## src/pwm_fault_consts.svh

```systemverilog
/*
  Timing figures and input bit positions for the fault and hiccup sequencer.
  Assumes a single core clock whose period is given here in nanoseconds.
*/
`ifndef PWM_FAULT_CONSTS_SVH
`define PWM_FAULT_CONSTS_SVH

`define CLK_PERIOD_NS     50
`define BLANK_TIME_NS     100
`define ONESHOT_TIME_US   50
`define SLEEP_TIME_MS     295

// least times round up, the sleep time rounds down
`define BLANK_CYCLES   ((`BLANK_TIME_NS + `CLK_PERIOD_NS - 1) / `CLK_PERIOD_NS)
`define ONESHOT_CYCLES \
  ((`ONESHOT_TIME_US * 1000 + `CLK_PERIOD_NS - 1) / `CLK_PERIOD_NS)
`define SLEEP_CYCLES   ((`SLEEP_TIME_MS * 1000000) / `CLK_PERIOD_NS)

// positions in the synchronised comparator vector
`define IN_REF_LOW     0
`define IN_OV          1
`define IN_UV          2
`define IN_OC          3
`define IN_PW          4
`define IN_SS_RESET    5
`define IN_SS_OC_THR   6
`define IN_SS_DONE     7
`define IN_GATE_3V     8
`define IN_COUNT       9

`endif

```

## src/pwm_fault_pkg.sv

```systemverilog
/*
  Types shared by the fault and hiccup sequencer.
  Assumes nothing beyond a SystemVerilog compiler.
*/
package pwm_fault_pkg;

  typedef enum logic [2:0] {
    ST_IDLE     = 3'b000,
    ST_SOFT     = 3'b001,
    ST_RUN      = 3'b010,
    ST_OC_DISCH = 3'b011,
    ST_OC_SHUT  = 3'b100,
    ST_SLEEP    = 3'b101,
    ST_FAULT    = 3'b110
  } seq_state_t;

endpackage

```

## src/blank_if.sv

```systemverilog
/*
  Carrier between the sequencer and its leading edge blanking unit.
  Assumes both ends run on the same core clock.
*/
`timescale 1ns/1ps
interface blank_if;
  logic gate_rise;
  logic pw_raw;
  logic oc_raw;
  logic pw_ok;
  logic oc_ok;
  logic blanking;

  modport seq
  (
    output gate_rise,
    output pw_raw,
    output oc_raw,
    input  pw_ok,
    input  oc_ok,
    input  blanking
  );

  modport blank
  (
    input  gate_rise,
    input  pw_raw,
    input  oc_raw,
    output pw_ok,
    output oc_ok,
    output blanking
  );
endinterface

```

## src/blanking_timer.sv

```systemverilog
/*
  Leading edge blanking: masks both current comparators for a fixed count
  after each drive leading edge.
  Assumes gate_rise is a one-cycle pulse on the core clock.
*/
`timescale 1ns/1ps
`include "pwm_fault_consts.svh"

module blanking_timer
#(
  parameter int BLANK_CYCLES = `BLANK_CYCLES
)
(
  input  wire logic core_clk,
  input  wire logic resetn,
  blank_if.blank    bl
);

  localparam int W = $clog2(BLANK_CYCLES + 1);

  logic [W-1:0] cnt_q;
  logic [W-1:0] cnt_d;

  always_comb
  begin
    cnt_d = cnt_q;
    // the crossing cycle is blanked by gate_rise itself; count the rest
    if (bl.gate_rise)
      cnt_d = W'(BLANK_CYCLES - 1);
    else if (cnt_q != '0)
      cnt_d = cnt_q - 1'b1;
  end

  always_ff @(posedge core_clk)
  begin
    if (!resetn)
      cnt_q <= '0;
    else
      cnt_q <= cnt_d;
  end

  assign bl.blanking = bl.gate_rise | (cnt_q != '0);
  assign bl.pw_ok    = bl.pw_raw & ~bl.blanking;
  assign bl.oc_ok    = bl.oc_raw & ~bl.blanking;

endmodule

```

## src/pwm_fault_hiccup_sequencer.sv

```systemverilog
/*
  Protection sequencer of a current mode switching controller: fault
  shutdown, soft-start control, delayed overcurrent hiccup, blanking.
  Assumes analog comparators, the soft-start capacitor and its current
  sources, and the pulse request generator sit outside; all comparator
  outputs arrive asynchronously, the pulse request on the core clock.
*/
// Overview of operation
// - overvoltage forces drive off and a low-power delay of about 295ms.
// - after that delay, restart by soft-start if clear, else shut again.
// - undervoltage shuts down with no low-power state, restarts once clear.
// - overcurrent shutdown path armed only after soft-start completes.
// - armed overcurrent stops soft-start charge, enables 40uA discharge.
// - each overcurrent retriggers a one-shot lasting 50us after it ends.
// - discharge does not revert to charge while the one-shot runs.
// - soft-start down to 4.375V in discharge: drive off, full discharge.
// - after overcurrent shutdown, sleep about 295ms then soft-start.
// - overcurrent gone 50us before 4.375V: resume charging, no shutdown.
// - ignore current sense 100ns per on-pulse, for both comparators.
// - blanking starts at drive rising past 3.0V, not at the request.
// - fault when reference low, overvoltage high or undervoltage low.
// - on fault, drive off at once and discharge soft-start fast.
// - new soft-start only with fault clear and level under reset level.
// - reset level 0.27V; drive stays low until discharged to it.
// - soft-start clamps at 4.5V; overcurrent threshold 0.125V below.
// - soft-start done when its level exceeds the error amplifier.
`timescale 1ns/1ps
`include "pwm_fault_consts.svh"

module pwm_fault_hiccup_sequencer
  import pwm_fault_pkg::*;
#(
  parameter int BLANK_CYCLES   = `BLANK_CYCLES,
  parameter int ONESHOT_CYCLES = `ONESHOT_CYCLES,
  parameter int SLEEP_CYCLES   = `SLEEP_CYCLES
)
(
  input  wire logic core_clk,
  input  wire logic resetn,
  input  wire logic ref_low_in,
  input  wire logic overvoltage_in,
  input  wire logic undervoltage_in,
  input  wire logic oc_cmp_in,
  input  wire logic pw_cmp_in,
  input  wire logic ss_below_reset_in,
  input  wire logic ss_below_oc_thr_in,
  input  wire logic ss_above_comp_in,
  input  wire logic gate_above_3v_in,
  input  wire logic pwm_request_in,
  output logic      drive_en,
  output logic      ss_charge_en,
  output logic      ss_oc_discharge_en,
  output logic      ss_dump_en,
  output logic      low_power_en,
  output logic      oc_oneshot_active,
  output logic      fault_active
);

  localparam int OS_W = $clog2(ONESHOT_CYCLES + 1);
  localparam int SL_W = $clog2(SLEEP_CYCLES + 1);

  // three-stage synchronisers; a change counts once stages two and three agree
  logic [`IN_COUNT-1:0] raw;
  logic [`IN_COUNT-1:0] s1_q;
  logic [`IN_COUNT-1:0] s2_q;
  logic [`IN_COUNT-1:0] s3_q;
  logic [`IN_COUNT-1:0] in_q;
  logic [`IN_COUNT-1:0] in_d;

  assign raw[`IN_REF_LOW]   = ref_low_in;
  assign raw[`IN_OV]        = overvoltage_in;
  assign raw[`IN_UV]        = undervoltage_in;
  assign raw[`IN_OC]        = oc_cmp_in;
  assign raw[`IN_PW]        = pw_cmp_in;
  assign raw[`IN_SS_RESET]  = ss_below_reset_in;
  assign raw[`IN_SS_OC_THR] = ss_below_oc_thr_in;
  assign raw[`IN_SS_DONE]   = ss_above_comp_in;
  assign raw[`IN_GATE_3V]   = gate_above_3v_in;

  genvar gi;
  generate
    for (gi = 0; gi < `IN_COUNT; gi++)
    begin : g_sync
      always_comb
      begin
        in_d[gi] = (s2_q[gi] == s3_q[gi]) ? s3_q[gi] : in_q[gi];
      end
    end
  endgenerate

  always_ff @(posedge core_clk)
  begin
    if (!resetn)
    begin
      s1_q <= '0;
      s2_q <= '0;
      s3_q <= '0;
      in_q <= '0;
    end
    else
    begin
      s1_q <= raw;
      s2_q <= s1_q;
      s3_q <= s2_q;
      in_q <= in_d;
    end
  end

  logic ov;
  logic fault;
  logic ss_at_reset;
  logic ss_at_oc_thr;
  logic ss_done;

  assign ov           = in_q[`IN_OV];
  assign fault        = in_q[`IN_REF_LOW] | ov | in_q[`IN_UV];
  assign ss_at_reset  = in_q[`IN_SS_RESET];
  assign ss_at_oc_thr = in_q[`IN_SS_OC_THR];
  assign ss_done      = in_q[`IN_SS_DONE];

  // leading edge blanking on the drive's own 3.0V crossing
  blank_if bl ();

  logic gate3v_prev_q;
  logic gate3v_prev_d;

  assign gate3v_prev_d = in_q[`IN_GATE_3V];
  assign bl.gate_rise  = in_q[`IN_GATE_3V] & ~gate3v_prev_q;
  assign bl.pw_raw     = in_q[`IN_PW];
  assign bl.oc_raw     = in_q[`IN_OC];

  blanking_timer
  #(
    .BLANK_CYCLES (BLANK_CYCLES)
  )
  u_blank
  (
    .core_clk (core_clk),
    .resetn   (resetn),
    .bl       (bl)
  );

  logic oc;
  assign oc = bl.oc_ok;

  // sequencer state and interval counters
  seq_state_t      state_q;
  seq_state_t      state_d;
  logic [OS_W-1:0] os_q;
  logic [OS_W-1:0] os_d;
  logic [SL_W-1:0] sleep_q;
  logic [SL_W-1:0] sleep_d;

  always_comb
  begin
    state_d = state_q;
    os_d    = os_q;
    sleep_d = sleep_q;
    if (os_q != '0)
      os_d = os_q - 1'b1;
    if (sleep_q != '0)
      sleep_d = sleep_q - 1'b1;
    if (oc)
      os_d = OS_W'(ONESHOT_CYCLES);
    case (state_q)
      ST_IDLE:
      begin
        if (fault)
          state_d = ST_FAULT;
        else if (ss_at_reset)
          state_d = ST_SOFT;
      end
      ST_SOFT:
      begin
        if (fault)
          state_d = ST_FAULT;
        else if (ss_done)
          state_d = ST_RUN;
      end
      ST_RUN:
      begin
        if (fault)
          state_d = ST_FAULT;
        else if (oc)
          state_d = ST_OC_DISCH;
      end
      ST_OC_DISCH:
      begin
        if (fault)
          state_d = ST_FAULT;
        else if (ss_at_oc_thr)
          state_d = ST_OC_SHUT;
        else if (os_q == '0 && !oc)
          state_d = ST_RUN;
      end
      ST_OC_SHUT:
      begin
        if (fault)
          state_d = ST_FAULT;
        else if (ss_at_reset)
        begin
          state_d = ST_SLEEP;
          sleep_d = SL_W'(SLEEP_CYCLES);
        end
      end
      ST_SLEEP:
      begin
        if (sleep_q == '0)
          state_d = ST_IDLE;
      end
      ST_FAULT:
      begin
        if (ov)
        begin
          state_d = ST_SLEEP;
          sleep_d = SL_W'(SLEEP_CYCLES);
        end
        else if (!fault)
          state_d = ST_IDLE;
      end
      default:
        state_d = ST_IDLE;
    endcase
  end

  always_ff @(posedge core_clk)
  begin
    if (!resetn)
    begin
      state_q       <= ST_IDLE;
      os_q          <= '0;
      sleep_q       <= '0;
      gate3v_prev_q <= 1'b0;
    end
    else
    begin
      state_q       <= state_d;
      os_q          <= os_d;
      sleep_q       <= sleep_d;
      gate3v_prev_q <= gate3v_prev_d;
    end
  end

  // pulse termination: a qualified trip ends the pulse until the request
  // drops; during soft-start this and the one-shot retrigger are the only overcurrent actions
  logic term_q;
  logic term_d;

  always_comb
  begin
    term_d = term_q;
    if (!pwm_request_in)
      term_d = 1'b0;
    if (bl.pw_ok || oc)
      term_d = 1'b1;
  end

  always_ff @(posedge core_clk)
  begin
    if (!resetn)
      term_q <= 1'b0;
    else
      term_q <= term_d;
  end

  // registered outputs, computed from the next state so that a fault
  // removes the drive in the cycle it is seen
  logic drive_d;
  logic charge_d;
  logic oc_dis_d;
  logic dump_d;
  logic lp_d;
  logic os_act_d;
  logic fault_d;
  logic drive_allowed;

  always_comb
  begin
    drive_allowed = (state_d == ST_SOFT) || (state_d == ST_RUN) ||
                    (state_d == ST_OC_DISCH);
    drive_d  = drive_allowed && !fault && pwm_request_in &&
               !term_d;
    charge_d = (state_d == ST_SOFT) || (state_d == ST_RUN);
    oc_dis_d = (state_d == ST_OC_DISCH);
    dump_d   = !charge_d && !oc_dis_d;
    lp_d     = (state_d == ST_SLEEP);
    os_act_d = (os_d != '0);
    fault_d  = fault;
  end

  always_ff @(posedge core_clk)
  begin
    if (!resetn)
    begin
      drive_en           <= 1'b0;
      ss_charge_en       <= 1'b0;
      ss_oc_discharge_en <= 1'b0;
      ss_dump_en         <= 1'b1;
      low_power_en       <= 1'b0;
      oc_oneshot_active  <= 1'b0;
      fault_active       <= 1'b0;
    end
    else
    begin
      drive_en           <= drive_d;
      ss_charge_en       <= charge_d;
      ss_oc_discharge_en <= oc_dis_d;
      ss_dump_en         <= dump_d;
      low_power_en       <= lp_d;
      oc_oneshot_active  <= os_act_d;
      fault_active       <= fault_d;
    end
  end

endmodule

```

## config.mk

```make
export PLATFORM = sky130hd
export DESIGN_NAME = pwm_fault_hiccup_sequencer
export DESIGN_NICKNAME = d
export VERILOG_FILES = /design/src/pwm_fault_pkg.sv /design/src/blank_if.sv /design/src/blanking_timer.sv /design/src/pwm_fault_hiccup_sequencer.sv
export VERILOG_INCLUDE_DIRS = /design/src /design/src/src
export SDC_FILE = /design/constraint.sdc
export NUM_CORES = 1
export LEC_CHECK = 0
export CORE_ASPECT_RATIO = 1.75
export CORE_UTILIZATION = 40
export DETAILED_ROUTE_END_ITERATION = 6
export DONT_BUFFER_PORTS = 1
export HOLD_SLACK_MARGIN = 0.1
export PLACE_DENSITY_LB_ADDON = 0.3
export SLEW_MARGIN = 0
export SYNTH_ARGS = -nofsm -noshare
export SYNTH_HDL_FRONTEND = slang
export SYNTH_HIERARCHICAL = 1
export SYNTH_SLANG_ARGS = --single-unit
export TNS_END_PERCENT = 20
```

## constraint.sdc

```tcl
create_clock -name core_clk -period 2.1 [get_ports core_clk]
set_clock_uncertainty 0.1 [all_clocks]
set_input_delay 0.315 -clock core_clk [delete_from_list [all_inputs] [get_ports core_clk]]
set_output_delay 0.315 -clock core_clk [all_outputs]
set_load 0.03 [all_outputs]
```

== Word-level counts from Yosys, hierarchy flattened ==
Cells that the tools add are included.
Cells by class
  $add $sub $neg: 3
  eq/ne operators: 19
  multiplexer cells: 26
  bitwise gates (word level): 9
  reductions and logical operators: 22
Operators with widths (count)
  $mux W23: 4
  $pmux W23 S2: 1
  $mux W3: 14
  $logic_not A23 Y1: 1
  $reduce_bool A23 Y1: 1
  $sub A23 B1 Y23 const B: 1
  $pmux W3 S7: 1
  $mux W10: 2
  $reduce_bool A10 Y1: 2
  $eq A3 B2 Y1 const B: 4
  $eq A3 B3 Y1 const B: 4
  $logic_not A10 Y1: 1
  $sub A10 B1 Y10 const B: 1
  $eq A1 B1 Y1: 9
  $eq A3 B1 Y1 const B: 2
  $logic_and A1 B1 Y1: 5
  $logic_not A1 Y1: 5
  $mux W1: 4
  $reduce_bool A2 Y1: 2
  $and A1 B1 Y1: 3
  $logic_not A3 Y1: 1
  $logic_or A1 B1 Y1: 3
  $not A1 Y1: 3
  $or A1 B1 Y1: 3
  2 further kinds: 2
Word-level totals
  bits in registers: 83
  input bits: 12
  output and inout bits: 7
  logic and storage cells: 105

== Depth between registers and ports, before layout ==
  depth in word-level cells: 17
  depth in mapped cells: 9
  depth with buffers taken out: 8

== By module ==
Netlist, hierarchy kept.
Modules (own cells, without submodules)
  pwm_fault_hiccup_sequencer: instances 1, cells an instance 358, area each 3363.2 um^2, seq. area each 1621.6 um^2
  blanking_timer: instances 1, cells an instance 15, area each 122.6 um^2, seq. area each 40.0 um^2

== Worst setup path before layout ==
OpenSTA, ideal clock, no wires.
  path type: flip-flop to flip-flop
  start: register os_q[0]
  end: register ss_charge_en
  library setup time: 86 ps
  arrival time: 1955 ps
  required time: 1914 ps
  path slack: -41 ps
  cell stages (with the launch flop): 8
  path buffers: 0
  path through: dfxtp_1 inv_1 ha_1 nor3b_1 nand3_2 and3_4 or4_1 a211oi_1
On the way
  cells in the longest elaborated chain, start to end: 8
  elaborated cells on any way between the ends: 9
Ends and longest elaborated chain
  from (decl): line pwm_fault_hiccup_sequencer.sv:149  | logic [OS_W-1:0] os_q;
  from (signal assigned): line pwm_fault_hiccup_sequencer.sv:238  | os_q <= os_d;
  $logic_not A10 Y1 *: line pwm_fault_hiccup_sequencer.sv:193  | else if (os_q == '0 && !oc)
  $logic_and A1 B1 Y1 *: line pwm_fault_hiccup_sequencer.sv:193
  $mux W3 *: line pwm_fault_hiccup_sequencer.sv:193
  $mux W3 *: line pwm_fault_hiccup_sequencer.sv:191  | else if (ss_at_oc_thr)
  $mux W3 *: line pwm_fault_hiccup_sequencer.sv:189  | if (fault)
  $pmux W3 S7 *: line pwm_fault_hiccup_sequencer.sv:165  | case (state_q)
  $eq A3 B1 Y1 / $eq A3 B2 Y1 (equally long branches): line pwm_fault_hiccup_sequencer.sv:283  | charge_d = (state_d == ST_SOFT) || (state_d == ST_RUN);
  $logic_or A1 B1 Y1 *: line pwm_fault_hiccup_sequencer.sv:283
  to (signal assigned): line pwm_fault_hiccup_sequencer.sv:306  | ss_charge_en <= charge_d;
  to (decl): line pwm_fault_hiccup_sequencer.sv:51  | output logic ss_charge_en,
Every way passes the cells marked *; elsewhere a longest branch is shown, timed or not.
A chain may end at the register's enable or synchronous reset.

== Worst setup path in the final report ==
  start: register os_q[6]
  end: register oc_oneshot_active
On the way
  cells in the longest elaborated chain, start to end: 4
  elaborated cells on any way between the ends: 5
Ends and longest elaborated chain
  $sub A10 B1 Y10 / $reduce_bool A10 Y1 (equally long branches): line pwm_fault_hiccup_sequencer.sv:160, pwm_fault_hiccup_sequencer.sv:159
  $mux W10 *: line pwm_fault_hiccup_sequencer.sv:159  | if (os_q != '0)
  $mux W10 *: line pwm_fault_hiccup_sequencer.sv:163  | if (oc)
  $reduce_bool A10 Y1 *: line pwm_fault_hiccup_sequencer.sv:287  | os_act_d = (os_d != '0);
  to (signal assigned): line pwm_fault_hiccup_sequencer.sv:310  | oc_oneshot_active <= os_act_d;
  to (decl): line pwm_fault_hiccup_sequencer.sv:55  | output logic oc_oneshot_active,
Marks and branches as above.

==> summary.txt <==
Status: finished clean
Largest family of logic cells by synthesized area: simple AND/OR/NAND/NOR gates
WHS: 0.108 ns
Diodes inserted: 0
Routability congestion estimate: 0.871
Vias: 2754
Post-synthesis compound-gate area fraction: 16.7%
Xor/xnor share of the synthesized area: 4.02%
Area of the multi-input gates: 1770 um^2
Synthesized area: 3490 um^2
Combinational cell fraction of total power: 45.0%
Leak: 1.61 nW
Final Hold Violating Endpoints: 0
Vias in the first global route: 2758
Core area: 8370 um^2
Die area: 9110 um^2
CTS tree: yes
Crit-path max FO: 4
Clock latency at the later pin of the worst-skew pair: 0.34 ns
Mapped Avg Cell Area: 9.35 um^2
Tot GR Track Use: 17.5%
Fmax: 0.483 GHz
Crit path arrival time: 2.17 ns
Initial Utilization: 41.7%
Clock power share: 22.2%
Data required, critical path: 2.21 ns
Via density: 5.19
DR WL/cell: 13.5 um
Worst Tran Pin Value: 1.04 ns
Syn nets: 389
Global route overflow: 0
Startpoint Class: register
DRC viols: 0
Iteration-0 DRC Markers: 108
First-pass GRT wire length: 12.4 mm
CTS sink count: 83
I/O Pins: 19
Final period demand of the worst path: 2.07 ns
Pins Over Slew Limit: 0
Power Internal: 0.00419 W
Most frequent cell after synthesis: dfxtp_1
RSZ-0062 raised after global routing: true
Layout net count: 427
Sw Share: 37.4%
Yosys synthesis warning count: 6
Hold Crit Class: in -> reg
Maximum clock path buffer count: 2
Die height: 125 um
Synth Area in Adders: 1.44%
Initial antenna violation count: 0
FF+latch count, synth: 83
Post-synth EDFFs: 0
Kind of end point of the critical path: register
Post-synth ARST share: 0%
Mux contribution to synthesized area: 0%
Distinct cells, synth: 60
Primary FF master, synth: dfxtp_1
Register area: 1670 um^2
TritonCTS Buffers: 9
Die Wd: 72.6 um
Maximum VDD drop: 0.655 mV
Max Cap Viol: 0
Worst-path clk slew: 0.06 ns
Top post-synthesis cells by count: 83 x dfxtp_1, 34 x and2_1, 33 x nor2_1
Synth top area cells: dfxtp_1 48%, and2_1 6.1%, a21oi_1 4.3%
Slew HR: 30.5%
Largest net degree at the start of global routing: 38
ANT nets after route: 0
Kind of critical path: reg -> reg
Final setup viols: 0
H-tree depth: 3
PwrDens: 1560 nW/um^2
Rows: 44
Final critical-path share of the clock period: 98.5%
Simple-gate portion of the synthesized area: 26.2%
Dpl hpwl: 4.94 mm
Switching power: 0.00250 W
Worst setup margin: 0.0310 ns
Number of fill cells: 801
Area growth, synth to finish: 22.6%
Post-synth top area share: 47.7%
Root buf cell: clkbuf_16
Layout cell share with drive strength beyond 1: 21.6%
Drt pass-1 iters: 4
Post-Route WL: 7.17 mm
Port Buffers: 0
Largest area contributor in the netlist: dfxtp_1
Place WS: -0.0589 ns
Reg power frac: 32.8%
Mapped Cells: 373
Seq/Total Area, Yosys: 47.7%
power by group through the flow:
stage	logic [W]	clock network (W)	registers, W
after CTS	0.00286	0.00154	0.00217
after detailed placement	0.00281	0	0.00220
after global placement	0.00277	0	0.00219
final	0.00301	0.00149	0.00219
after global routing	0.00332	0.00161	0.00224
after floorplan	0.00192	0	0.00217
routing by layer:
| layer | global-route usage, % | wire length [um] |
|---|---|---|
| met1 | 20.2 | 3070 |
| met2 | 29.5 | 3770 |
| met3 | 3.46 | 197 |
| met4 | 9.69 | 134 |
| met5 | 0 | 0 |
area by class of cell:
type,instances,share of cell area (%)
clock buffers,10,5.59
clock inverters,6,1.11
well taps,115,3.37
repair buffers,43,8.19
inverters,15,1.32
flip-flops and latches,83,39.0
multi-input cells,259,41.4
metrics by stage:
step / TNS (ns) / utilization [%] / power (W) / std cells / instance area [um^2]
global route: -0.0262 / 51.1 / 0.00716 / 531 / 4280
global placement: 0 / 45.2 / 0.00497 / 503 / 3780
finish: 0 / 51.1 / 0.00669 / 531 / 4280
CTS: 0 / 50.1 / 0.00657 / 530 / 4190
floorplan: -0.0193 / - / 0.00410 / 373 / 3490
detailed placement: -0.0641 / 45.2 / 0.00501 / 503 / 3780
worst paths after layout:
path	slack, ns	start	end	cells past startpoint
worst max-delay path	0.03	os_q[6]$_SDFF_PN0_	oc_oneshot_active$_SDFF_PN0_	5
worst min-delay path	0.11	resetn	os_q[4]$_SDFF_PN0_	2
worst max register to register	0.03	os_q[6]$_SDFF_PN0_	oc_oneshot_active$_SDFF_PN0_	5
worst min register to register	0.33	s1_q[7]$_SDFF_PN0_	s2_q[7]$_SDFF_PN0_	1
state kept, by name (all words and copies together) (netlist names):
register,flops
s1_q,9
ss_charge_en,1
ss_dump_en,1
fault_active,1
low_power_en,1
u_blank/cnt_q,2
term_q,1
oc_oneshot_active,1
gate3v_prev_q,1
sleep_q,23
drive_en,1
s3_q,9
in_q,9
ss_oc_discharge_en,1
s2_q,9
state_q,3
os_q,10
critical path, cell delays in order (launching register included):
cell and delay [ns]:
dfxtp_2 0.35, or4_4 0.55, or3_1 0.36, a221o_1 0.37, nor3_2 0.11, a31oi_1 0.11
logic make-up after synthesis:
group / after synthesis
fa+ha+maj: 4
buf+inv: 31
xor+xnor: 16
simple gates: 151
flops: 83
compound gates: 88
placed cells by master, fill, tap and decap left out, drive strengths merged, types with 4 or more instances in the layout:
| cell | netlist | layout |
|---|---|---|
| inv | 14 | 16 |
| ha | 4 | 4 |
| or4 | 5 | 5 |
| o2111ai | 4 | 4 |
| o211ai | 5 | 5 |
| a2111oi | 4 | 4 |
| xnor2 | 9 | 9 |
| nor2b | 4 | 4 |
| dfxtp | 83 | 83 |
| a21oi | 30 | 30 |
| nor3 | 13 | 13 |
| a211oi | 6 | 6 |
| nand2 | 21 | 21 |
| clkbuf | 9 | 10 |
| nor4 | 6 | 6 |
| clkinv | 1 | 4 |
| or3 | 5 | 5 |
| nand2b | 5 | 5 |
| nor2 | 33 | 33 |
| dlygate4sd3 | 0 | 11 |
| and2 | 35 | 35 |
| o21ai | 15 | 15 |
| buf | 7 | 32 |
| a31oi | 5 | 5 |
| nand3 | 4 | 4 |
| xor2 | 7 | 7 |
what timing repair did:
item                                    4_1_cts  5_1_grt
endpoints found under the setup margin        2       10
gates cloned                                  0        0
pin swaps                                     0        7
hold buffers                                 11        0
resized for setup                             3       25
endpoints found under the hold margin        39        0
buffers inserted                              0        1
Power figures use the tool's default switching activity.
